==> src/pkg/rate_ctl_pkg.sv <==
// Register map, reset values and codes of the output rate and misc control bank
package rate_ctl_pkg;
	localparam logic [7:0] OFS_DIV_IND = 8'h01;
	localparam logic [7:0] OFS_RATE = 8'h02;
	localparam logic [7:0] OFS_SERIAL_OUT_EDGE_SELECT = 8'h04;
	localparam logic [7:0] OFS_RAND_WCK = 8'h07;
	localparam logic [7:0] OFS_CAL_DLY = 8'h1e;
	localparam logic [7:0] RST_DIV_IND = 8'h0f;
	localparam logic [7:0] RST_RATE = 8'h00;
	localparam logic [7:0] RST_SERIAL_OUT_EDGE_SELECT = 8'h9f;
	localparam logic [7:0] RST_RAND_WCK = 8'h62;
	localparam logic [7:0] RST_CAL_DLY = 8'h80;
	localparam int BIT_IND_EN = 7;
	localparam int BIT_SDO_EDGE = 7;
	localparam int BIT_WCK_POL = 7;
	localparam int BIT_CAL_EN = 6;
	localparam int BIT_RAND_EN = 0;
	localparam logic [3:0] CLK_OFF_HI = 4'he;
	localparam logic [3:0] CLK_OFF_LO = 4'ha;
	// Delay counter ticks per step of the delay setting
	localparam int CAL_STEP_CYC = 16;
	localparam logic [7:0] SPI_READ = 8'h80;
endpackage : rate_ctl_pkg

==> src/pkg/rate_div_if.sv <==
// Divider settings passed from the register bank to the rate divider
`timescale 1ns/1ns
`default_nettype none
interface rate_div_if;
	logic [3:0] dataRate;
	logic [3:0] clkRate;
	logic indEnable;
	logic dataStrobe;
	logic clkToggle;
	logic clkEnable;
	modport ctl (output dataRate, output clkRate, output indEnable,
		input dataStrobe, input clkToggle, input clkEnable);
	modport div (input dataRate, input clkRate, input indEnable,
		output dataStrobe, output clkToggle, output clkEnable);
endinterface : rate_div_if
`default_nettype wire
==> src/hdl/rate_divider.sv <==
// Output data strobe and output clock divider
`timescale 1ns/1ns
`default_nettype none
module rate_divider (
	// Clock and reset
	input wire logic ref_clk,
	input wire logic arst_n,
	// Settings and results
	rate_div_if.div port
);
	logic [8:0] dataCnt_r;
	logic [8:0] clkCnt_r;
	logic [3:0] clkCode;
	logic [8:0] dataDiv;
	logic [8:0] clkDiv;
	logic clkOff;

	// Dependent mode: output clock follows the data rate code
	assign clkCode = port.indEnable ? port.clkRate : port.dataRate;
	assign clkOff = port.indEnable && (clkCode <= rate_ctl_pkg::CLK_OFF_HI)
		&& (clkCode >= rate_ctl_pkg::CLK_OFF_LO);
	// Code n gives a strobe every 2^n cycles and a clock period of 2^(n+1); codes above 8 act as code 0
	assign dataDiv = (port.dataRate > 4'h8) ? 9'h001 : 9'h001 << port.dataRate;
	assign clkDiv = (clkCode > 4'h8) ? 9'h001 : 9'h001 << clkCode;
	assign port.clkEnable = !clkOff;
	assign port.dataStrobe = (dataCnt_r == 9'h000);
	assign port.clkToggle = (clkCnt_r == 9'h000);

	always_ff @(posedge ref_clk or negedge arst_n) begin
		if (!arst_n) begin
			dataCnt_r <= 9'h000;
			clkCnt_r <= 9'h000;
		end else begin
			dataCnt_r <= (dataCnt_r + 9'h001 >= dataDiv) ? 9'h000 : dataCnt_r + 9'h001;
			clkCnt_r <= (clkCnt_r + 9'h001 >= clkDiv) ? 9'h000 : clkCnt_r + 9'h001;
		end
	end
endmodule : rate_divider
`default_nettype wire

==> src/hdl/rate_misc_ctl.sv <==
// Output rate, serial timing, randomizer, word clock and calibration delay control bank
`timescale 1ns/1ns
`default_nettype none
module rate_misc_ctl #(
	parameter int DATA_W = 14
) (
	// Clock and reset
	input wire logic ref_clk,
	input wire logic arst_n,
	// Serial register port, mode 0 style, MSB first: R/W+7-bit address, 8 data bits
	input wire logic spiCsN,
	input wire logic spiSclk,
	input wire logic spiSdi,
	output logic spiSdo,
	output logic spiSdoOe,
	// Converter data and output clocking
	input wire logic [DATA_W-1:0] adcData,
	input wire logic ddcMode,
	input wire logic wordClkIn,
	input wire logic calRequest,
	output logic [DATA_W-1:0] dataOut,
	output logic dataValid,
	output logic clkOutP,
	output logic clkOutN,
	output logic wordClkOut,
	output logic calStart
);
	////////////////////////////////////////////////////////////////////////
	// Pin synchronisers: three stages; select and clock change only when stages two and three agree
	logic [2:0] csSync_r, sclkSync_r, sdiSync_r;
	logic csN_r, sclk_r;
	always_ff @(posedge ref_clk or negedge arst_n) begin
		if (!arst_n) begin
			csSync_r <= 3'h7;
			sclkSync_r <= 3'h0;
			sdiSync_r <= 3'h0;
			csN_r <= 1'b1;
			sclk_r <= 1'b0;
		end else begin
			csSync_r <= {csSync_r[1:0], spiCsN};
			sclkSync_r <= {sclkSync_r[1:0], spiSclk};
			sdiSync_r <= {sdiSync_r[1:0], spiSdi};
			if (csSync_r[1] == csSync_r[2]) csN_r <= csSync_r[2];
			if (sclkSync_r[1] == sclkSync_r[2]) sclk_r <= sclkSync_r[2];
		end
	end
	wire logic sclkNow = (sclkSync_r[1] == sclkSync_r[2]) ? sclkSync_r[2] : sclk_r;
	wire logic rise = sclkNow && !sclk_r && !csN_r;
	wire logic fall = !sclkNow && sclk_r && !csN_r;

	////////////////////////////////////////////////////////////////////////
	// Serial frame engine
	logic [7:0] shift_r, addr_r, rdata_r;
	logic [4:0] bitCnt_r;
	logic [7:0] regIndRate_r, regRate_r, regSdo_r, regRand_r, regDly_r;
	logic [7:0] rdSel;
	wire logic isRead = addr_r[7];
	wire logic [7:0] addrNxt = {shift_r[6:0], sdiSync_r[2]};
	wire logic [7:0] dataNxt = {shift_r[6:0], sdiSync_r[2]};
	wire logic wrDone = rise && (bitCnt_r == 5'd15) && !isRead;
	wire logic [6:0] regAddr = addr_r[6:0];
	// Read select decodes the address byte as it completes; addr_r loads on that same edge
	wire logic [6:0] rdAddr = addrNxt[6:0];
	assign rdSel = (rdAddr == rate_ctl_pkg::OFS_DIV_IND[6:0]) ? regIndRate_r :
		(rdAddr == rate_ctl_pkg::OFS_RATE[6:0]) ? regRate_r :
		(rdAddr == rate_ctl_pkg::OFS_SERIAL_OUT_EDGE_SELECT[6:0]) ? regSdo_r :
		(rdAddr == rate_ctl_pkg::OFS_RAND_WCK[6:0]) ? regRand_r :
		(rdAddr == rate_ctl_pkg::OFS_CAL_DLY[6:0]) ? regDly_r : 8'h00;
	wire logic sdoEdgeFall = regSdo_r[rate_ctl_pkg::BIT_SDO_EDGE];
	// Read data shifts out on the selected edge
	wire logic sdoShift = sdoEdgeFall ? fall : rise;

	always_ff @(posedge ref_clk or negedge arst_n) begin
		if (!arst_n) begin
			shift_r <= 8'h00;
			addr_r <= 8'h00;
			bitCnt_r <= 5'd0;
		end else if (csN_r) begin
			bitCnt_r <= 5'd0;
		end else if (rise) begin
			shift_r <= dataNxt;
			bitCnt_r <= (bitCnt_r == 5'd15) ? 5'd0 : bitCnt_r + 5'd1;
			if (bitCnt_r == 5'd7) addr_r <= addrNxt;
		end
	end

	// Read data loads after the address byte; out pin held until frame end
	always_ff @(posedge ref_clk or negedge arst_n) begin
		if (!arst_n) begin
			rdata_r <= 8'h00;
			spiSdo <= 1'b0;
			spiSdoOe <= 1'b0;
		end else if (csN_r) begin
			spiSdoOe <= 1'b0;
		end else if (rise && bitCnt_r == 5'd7 && addrNxt[7]) begin
			rdata_r <= rdSel;
			spiSdo <= 1'b0;
		end else if (sdoShift && isRead && bitCnt_r >= 5'd8) begin
			spiSdo <= rdata_r[7];
			rdata_r <= {rdata_r[6:0], 1'b0};
			spiSdoOe <= 1'b1;
		end
	end

	////////////////////////////////////////////////////////////////////////
	// Register bank, updated on the last clock of a write frame
	always_ff @(posedge ref_clk or negedge arst_n) begin
		if (!arst_n) begin
			regIndRate_r <= rate_ctl_pkg::RST_DIV_IND;
			regRate_r <= rate_ctl_pkg::RST_RATE;
			regSdo_r <= rate_ctl_pkg::RST_SERIAL_OUT_EDGE_SELECT;
			regRand_r <= rate_ctl_pkg::RST_RAND_WCK;
			regDly_r <= rate_ctl_pkg::RST_CAL_DLY;
		end else if (wrDone) begin
			// Factory bits are stored as written; software keeps them at default
			if (regAddr == rate_ctl_pkg::OFS_DIV_IND[6:0]) regIndRate_r <= dataNxt;
			if (regAddr == rate_ctl_pkg::OFS_RATE[6:0]) regRate_r <= dataNxt;
			if (regAddr == rate_ctl_pkg::OFS_SERIAL_OUT_EDGE_SELECT[6:0]) regSdo_r <= dataNxt;
			if (regAddr == rate_ctl_pkg::OFS_RAND_WCK[6:0]) regRand_r <= dataNxt;
			if (regAddr == rate_ctl_pkg::OFS_CAL_DLY[6:0]) regDly_r <= dataNxt;
		end
	end

	////////////////////////////////////////////////////////////////////////
	// Dividers
	rate_div_if divBus ();
	assign divBus.dataRate = regRate_r[7:4];
	assign divBus.clkRate = regRate_r[3:0];
	assign divBus.indEnable = regIndRate_r[rate_ctl_pkg::BIT_IND_EN];
	rate_divider uDiv (
		.ref_clk(ref_clk),
		.arst_n(arst_n),
		.port(divBus)
	);

	////////////////////////////////////////////////////////////////////////
	// Output path: randomizer XORs bits above bit 0 with bit 0
	logic [DATA_W-1:0] randData;
	wire logic randEn = regRand_r[rate_ctl_pkg::BIT_RAND_EN];
	assign randData = randEn ?
		(adcData ^ {{(DATA_W-1){adcData[0]}}, 1'b0}) : adcData;
	logic clkPh_r;
	always_ff @(posedge ref_clk or negedge arst_n) begin
		if (!arst_n) begin
			dataOut <= '0;
			dataValid <= 1'b0;
			clkPh_r <= 1'b0;
			clkOutP <= 1'b0;
			clkOutN <= 1'b0;
			wordClkOut <= 1'b0;
		end else begin
			dataValid <= divBus.dataStrobe;
			if (divBus.dataStrobe) dataOut <= randData;
			if (divBus.clkToggle) clkPh_r <= !clkPh_r;
			// Both legs low while stopped rather than a stuck differential
			clkOutP <= divBus.clkEnable && clkPh_r;
			clkOutN <= divBus.clkEnable && !clkPh_r;
			wordClkOut <= wordClkIn ^ (ddcMode && regRand_r[rate_ctl_pkg::BIT_WCK_POL]);
		end
	end

	////////////////////////////////////////////////////////////////////////
	// Calibration start delay: setting times a fixed step, or immediate when disabled
	logic [15:0] dlyCnt_r;
	logic waiting_r;
	wire logic calEn = regRand_r[rate_ctl_pkg::BIT_CAL_EN];
	wire logic [15:0] dlyTarget = 16'(regDly_r) * 16'(rate_ctl_pkg::CAL_STEP_CYC);
	always_ff @(posedge ref_clk or negedge arst_n) begin
		if (!arst_n) begin
			dlyCnt_r <= 16'h0000;
			waiting_r <= 1'b0;
			calStart <= 1'b0;
		end else begin
			calStart <= 1'b0;
			if (calRequest && !waiting_r) begin
				waiting_r <= calEn;
				calStart <= !calEn;
				dlyCnt_r <= 16'h0000;
			end else if (waiting_r) begin
				dlyCnt_r <= dlyCnt_r + 16'h0001;
				if (dlyCnt_r >= dlyTarget) begin
					waiting_r <= 1'b0;
					calStart <= 1'b1;
				end
			end
		end
	end
endmodule : rate_misc_ctl
`default_nettype wire

==> config.mk <==
export PLATFORM = sky130hd
export DESIGN_NAME = rate_misc_ctl
export DESIGN_NICKNAME = d
export VERILOG_FILES = /design/src/pkg/rate_ctl_pkg.sv /design/src/pkg/rate_div_if.sv /design/src/hdl/rate_divider.sv /design/src/hdl/rate_misc_ctl.sv
export SDC_FILE = /design/constraint.sdc
export NUM_CORES = 1
export LEC_CHECK = 0
export ABC_AREA = 1
export BUFFER_PORTS_ARGS = -buffer_cell sky130_fd_sc_hd__clkbuf_2
export CAP_MARGIN = 20
export CORE_AREA = 3 3 111 113
export DETAILED_ROUTE_END_ITERATION = 12
export DIE_AREA = 0 0 114 116
export PLACE_DENSITY = 0.84
export SLEW_MARGIN = 10
export SYNTH_ARGS = -nofsm -noshare
export SYNTH_HDL_FRONTEND = slang
export SYNTH_HIERARCHICAL = 1
export SYNTH_SLANG_ARGS = --single-unit
==> constraint.sdc <==
create_clock -name ref_clk -period 2.35 [get_ports ref_clk]
set_clock_uncertainty 0.15 [all_clocks]
set_input_delay 0.47 -clock ref_clk [delete_from_list [all_inputs] [get_ports ref_clk]]
set_output_delay 0.47 -clock ref_clk [all_outputs]
set_load 0.01 [all_outputs]
# After elaboration in Yosys (flattened, before gate mapping)
# Cells that the tools add are included.
# Widths: inputs -> output; s select.
classes:
  addsub: 4
  n_lt_le_gt_ge: 8
  eq_ne: 15
  n_shift: 2
  muxes: 31
  bitwise_logic: 3
  reduce_logical: 39
ops:
  columns: ["cell", "n"]
  rows:
  - ["$mux 8", 7]
  - ["$mux 9", 4]
  - ["$mux 16", 2]
  - ["$eq 7x3->1 const B", 4]
  - ["$add 9x1->9 const B", 2]
  - ["$ge 9x9->1", 2]
  - ["$logic_not 9->1", 2]
  - ["$shl 1x4->9 const A", 2]
  - ["$add 16x1->16 const B", 1]
  - ["$ge 16x12->1", 1]
  - ["$logic_and 1x1->1", 16]
  - ["$reduce_and 2->1", 8]
  - ["$mux 5", 3]
  - ["$eq 7x1->1 const B", 2]
  - ["$eq 7x2->1 const B", 2]
  - ["$eq 7x5->1 const B", 2]
  - ["$mux 14", 1]
  - ["$xor 14x14->14", 1]
  - ["$mux 1", 13]
  - ["$gt 4x4->1 const B", 2]
  - ["$logic_not 1->1", 8]
  - ["$reduce_bool 2->1", 4]
  - ["$add 5x1->5 const B", 1]
  - ["$eq 5x3->1 const B", 1]
  - ["other kinds (10)", 11]
word_totals:
  reg_bits: 136
  input_bits: 22
  out_inout_bits: 21
  word_cells: 129

# Logic depth before layout (Yosys ltp)
logic_depth:
  word_depth: 11
  ltp_mapped: 15
  depth_no_buf: 15

# Modules after synthesis
# Netlist, hierarchy kept.
modules_own_cells:
  columns: ["module", "instances", "cells_each", "area_per_inst_um2", "seq_area_each_um2"]
  rows:
  - ["rate_misc_ctl", 1, 605, 5303.8, 2975.4]
  - ["rate_divider", 1, 259, 1650.3, 450.4]

# Least setup slack after synthesis
# OpenSTA, ideal clock, no wires.
synth_timing:
  path_type: "flip-flop to flip-flop"
  startpoint: "register regIndRate_r[7]"
  endpoint: "register uDiv.clkCnt_r[0]"
  setup_time_ns: 0.126
  arrival_time_ns: 1.817
  required_ns: 2.074
  setup_slack_ns: 0.257
  stages_incl_launch_ff: 13
  n_path_buf: 0
  synth_period_minus_slack_ns: 2.093
  cell_sequence: "dfrtp_1 > o21ai_1 > inv_1 > nor2_1 > nand3_1 > ha_1 > nand2_1 > nor2_1 > nand2_1 > nand3_1 > nand2_1 > nand2_1 > nor2_1"
synth_via:
  elab_chain_len: 5
  word_cells_on_any_way: 6
  classes_between: "order compare: 2; shift: 1; mux: 3"
synth_rtl:
  columns: ["element", "line_no", "text"]
  rows:
  - ["start, declared", "rate_misc_ctl.sv:55", "logic [7:0] regIndRate_r, regRate_r, regSdo_r, regRand_r, regDly_r;"]
  - ["start signal, assigned", "rate_misc_ctl.sv:109", "regIndRate_r <= rate_ctl_pkg::RST_DIV_IND;"]
  - ["start signal, assigned", "rate_misc_ctl.sv:116", "if (regAddr == rate_ctl_pkg::OFS_DIV_IND[6:0]) regIndRate_r <= dataNxt;"]
  - ["$mux 4 (*)", "rate_divider.sv:19", "assign clkCode = port.indEnable ? port.clkRate : port.dataRate;"]
  - ["$gt 4x4->1 or $shl 1x4->9 (tied branches)", "rate_divider.sv:24", "assign clkDiv = (clkCode > 4'h8) ? 9'h001 : 9'h001 << clkCode;"]
  - ["$mux 9 (*)", "rate_divider.sv:24", null]
  - ["$ge 9x9->1 (*)", "rate_divider.sv:35", "clkCnt_r <= (clkCnt_r + 9'h001 >= clkDiv) ? 9'h000 : clkCnt_r + 9'h001;"]
  - ["$mux 9 (*)", "rate_divider.sv:35", null]
  - ["end signal, assigned", "rate_divider.sv:35", null]
  - ["end, declared", "rate_divider.sv:12", "logic [8:0] clkCnt_r;"]
# Mark *: on every way between the ends. The rest lies on a longest branch, timed or not.
# A chain may end at the register's enable or synchronous reset.

# Worst setup path after layout
layout_timing:
  startpoint: "register uDiv.dataCnt_r[0]"
  endpoint: "register uDiv.dataCnt_r[8]"
layout_via:
  elab_chain_len: 3
layout_rtl:
  columns: ["element", "line_no", "text"]
  rows:
  - ["start, declared", "rate_divider.sv:11", "logic [8:0] dataCnt_r;"]
  - ["start signal, assigned", "rate_divider.sv:34", "dataCnt_r <= (dataCnt_r + 9'h001 >= dataDiv) ? 9'h000 : dataCnt_r + 9'h001;"]
  - ["$add 9x1->9 (*)", "rate_divider.sv:34", null]
  - ["$ge 9x9->1", "rate_divider.sv:34", null]
  - ["$mux 9 (*)", "rate_divider.sv:34", null]
# Marks and branches as above.

==> summary.md <==
| Metric | Value |
|---|---|
| Max-cap violations | 0 |
| Crit. End Element | flop |
| Area contributors post-synth | dfrtp_1 (42%), nand2_1 (12%), dfstp_2 (6.8%) |
| Drt drc | 0 |
| Vias in the first global route | 5,671 |
| Post-synthesis sequential area ratio | 0.493 |
| Starting Density | 0.609 |
| Crit path kind | flop to flop |
| Post-route cell area | 8250 sq um |
| Post-Place Cell Area | 7440 sq um |
| Latest clock arrival within the worst-skew pair | 420 ps |
| Root Buffer | clkbuf_16 |
| Final cell count without fillers | 1,097 |
| Routed wire length | 15.8 mm |
| Post-DP HPWL | 10.4 mm |
| Outcome | finished clean |
| Share of layout cells above drive strength 1 | 0.158 |
| # rows | 39 |
| Worst-Margin Slew | 700 ps |
| PortBufs | 42 |
| Pleak | 3.96 nW |
| Post-layout util | 0.723 |
| Clock-pin slew on the worst setup and hold paths | 60 ps |
| NetSw | 0.00136 W |
| Internal power | 0.00421 W |
| Clk sinks | 136 |
| Die area | 13,200 sq um |
| CP startpoint kind | flop |
| Detail Route Antenna Nets | 0 |
| Final hold viol count | 0 |
| Wire per inst | 14.4 um |
| Clock buffer depth | 2 |
| Clock buffer count from CTS | 17 |
| TritonRoute pass-1 iters | 7 |
| Layout Nets | 999 |
| Tmin final | 2260 ps |
| Synth Register Bits | 136 |
| Clock share of power | 0.468 |
| Ys async rst share | 1.00 |
| Vias | 5,965 |
| Top Ports | 43 |
| Final setup margin | 92.5 ps |
| Worst slew margin | 0.532 |
| Required time worst endpoint | 2540 ps |
| Synthesized area | 6950 sq um |
| Seq pwr share | 0.442 |
| Vias per cell | 5.44 |
| Post-synth net total | 920 |
| EDFF count, synth | 0 |
| Syn avg cell area | 8.05 sq um |
| CTS tree | done |
| Synth cell types | 37 |
| Synthesized instance count | 864 |
| Synth Flop Type | dfrtp_1 |
| Largest net degree at the start of global routing | 57 |
| FMAX | 443 MHz |
| Placed Cells | 1,053 |
| Post-synth top area share | 0.425 |
| GRT Util Overall | 0.247 |
| Arrival time worst endpoint | 2440 ps |
| First-pass GRT wire length | 25.9 mm |
| Die height | 116 um |
| Hold WC Path Type | primary input to flop |
| Antenna diodes | 0 |
| Area Growth Syn to Fin | 18.7% |
| CTS H-tree depth | 4 |
| Worst vdd ir | 0.658 mV |
| Combinational cell fraction of total power | 0.090 |
| Core ar. | 11,400 sq um |
| Switching share of power | 0.244 |
| Yosys warnings | 6 |
| Synth area leader | dfrtp_1 |
| Initial antenna violation count | 0 |
| Final critical-path share of the clock period | 0.961 |
| Global route total overflow | 0 |
| Initial DRC Count | 471 |
| Final GP Congestion | 0.936 |
| Max-slew violations | 0 |
| Pwr Density | 674 nW/um^2 |
| Place WS | 22.5 ps |
| Crit path max fanout | 4 |
| Die W | 114 um |
| # setup viols final | 0 |
## routing by layer
layer	vias to the layer above	wire length, um	global-route usage	part of all wire
li1	2923	-	-	-
met1	2835	6770	0.314	0.43
met2	174	8010	0.416	0.51
met3	33	703	0.0512	0.044
met4	0	322	0.0974	0.020
met5	-	0	0	0
## cell type report
class,count,area (sq um)
inverters,108,405
clock buffers,22,484
fillers,849,3170
repair buffers,72,462
flip-flops and latches,136,3430
clock inverters,8,96.3
multi-input cells,608,3190
well taps,143,179
## path summary, 6_finish.rpt
path / from / endpoint / slack, ps / cells after the start
min reg2reg: sdiSync_r[1] / sdiSync_r[2] / 200 / 0
min: wordClkIn / wordClkOut / 110 / 2
max reg2reg: uDiv/dataCnt_r[0] / uDiv/dataCnt_r[8] / 90 / 14
max: uDiv/dataCnt_r[0] / uDiv/dataCnt_r[8] / 90 / 14
max in group asynchronous: arst_n / regSdo_r[4] / 930 / 3
min in group asynchronous: arst_n / dlyCnt_r[2] / 440 / 2
## cell usage after synthesis (all sizes together), types with 2 or more instances
cell type,count
buf,5
xnor2,2
a21o,2
o21ai,97
nor3,6
clkbuf,9
o21a,4
nor4,5
nand4,10
dfstp,18
dfrtp,118
xor2,22
a21oi,16
inv,108
nand3,66
ha,34
nor2,101
nand2,230
or2,2
## layout by cell type, fill, tap and decap left out, types with 3 or more instances in the layout
cell type      count
nand2_1          226
dfrtp_1          114
inv_1            105
o21ai_0           94
nor2_1            91
nand3_1           63
clkbuf_2          41
ha_1              32
buf_4             24
xor2_1            21
dfstp_2           18
clkbuf_16         17
a21oi_1           16
nand4_1            9
nor2_2             8
nor3_1             5
nor4_1             5
clkbuf_8           4
clkinv_2           4
nand2_2            4
dlygate4sd3_1      4
dfrtp_2            4
inv_2              3
o21a_1             3
nand3_2            3
## sequential cells by signal, indices dropped and copies added (netlist names), 7 cells and up
| register | cells |
|---|---|
| regIndRate_r | 8 |
| regSdo_r | 8 |
| regRand_r | 8 |
| dataOut | 14 |
| dlyCnt_r | 16 |
| rdata_r | 8 |
| uDiv/dataCnt_r | 9 |
| addr_r | 8 |
| regDly_r | 8 |
| regRate_r | 8 |
| shift_r | 7 |
| uDiv/clkCnt_r | 9 |
## power by group through the flow
stage / clock, W / combinational [W] / sequential, W
2_1_floorplan: 0 / 0.000248 / 0.00250
3_3_place_gp: 0 / 0.000485 / 0.00249
3_5_place_dp: 0 / 0.000490 / 0.00250
4_1_cts: 0.00263 / 0.000500 / 0.00246
5_1_grt: 0.00274 / 0.000560 / 0.00247
6_report: 0.00260 / 0.000503 / 0.00246
## kinds of logic (layout without fill, tap and decap cells)
kind of cell,after synthesis,count (layout),synth area share
AO/OA/AOI/OAI,125,125,0.0950
XOR/XNOR,24,24,0.0302
adder cells (fa/ha/maj),35,35,0.0626
buffers and inverters,122,210,0.0666
flip-flops,136,136,0.493
AND/OR/NAND/NOR,422,424,0.253
## metrics by stage
step	setup TNS, ps	hold WS (ps)	power [W]
after floorplan	0	24.4	0.00274
after global placement	0	183	0.00298
after detailed placement	0	185	0.00299
after CTS	0	103	0.00559
after global routing	-183	114	0.00577
final	0	114	0.00557
## worst max-delay path, stage by stage (launching register included)
cell and delay, ps:
dfrtp_2 420, ha_4 170, nand2_1 50, nor2_1 160, nand3_1 100, nand2_1 70, nand2_1 60, ha_1 310
nand2_1 120, inv_1 50, nand2_1 60, nand2_1 60, nor2_2 160, nand2_1 130, nor2_1 120
## repair_timing
item / 4_1_cts / 5_1_grt
hold buffers: 4 / 0
endpoints found under the hold margin: 45 / 0
pin swaps: 0 / 11
setup endpoints to repair: 5 / 19
setup buffers: 0 / 8
resized for setup: 1 / 34
gates cloned: 0 / 2
No activity file was read; power rests on OpenSTA's default activity.
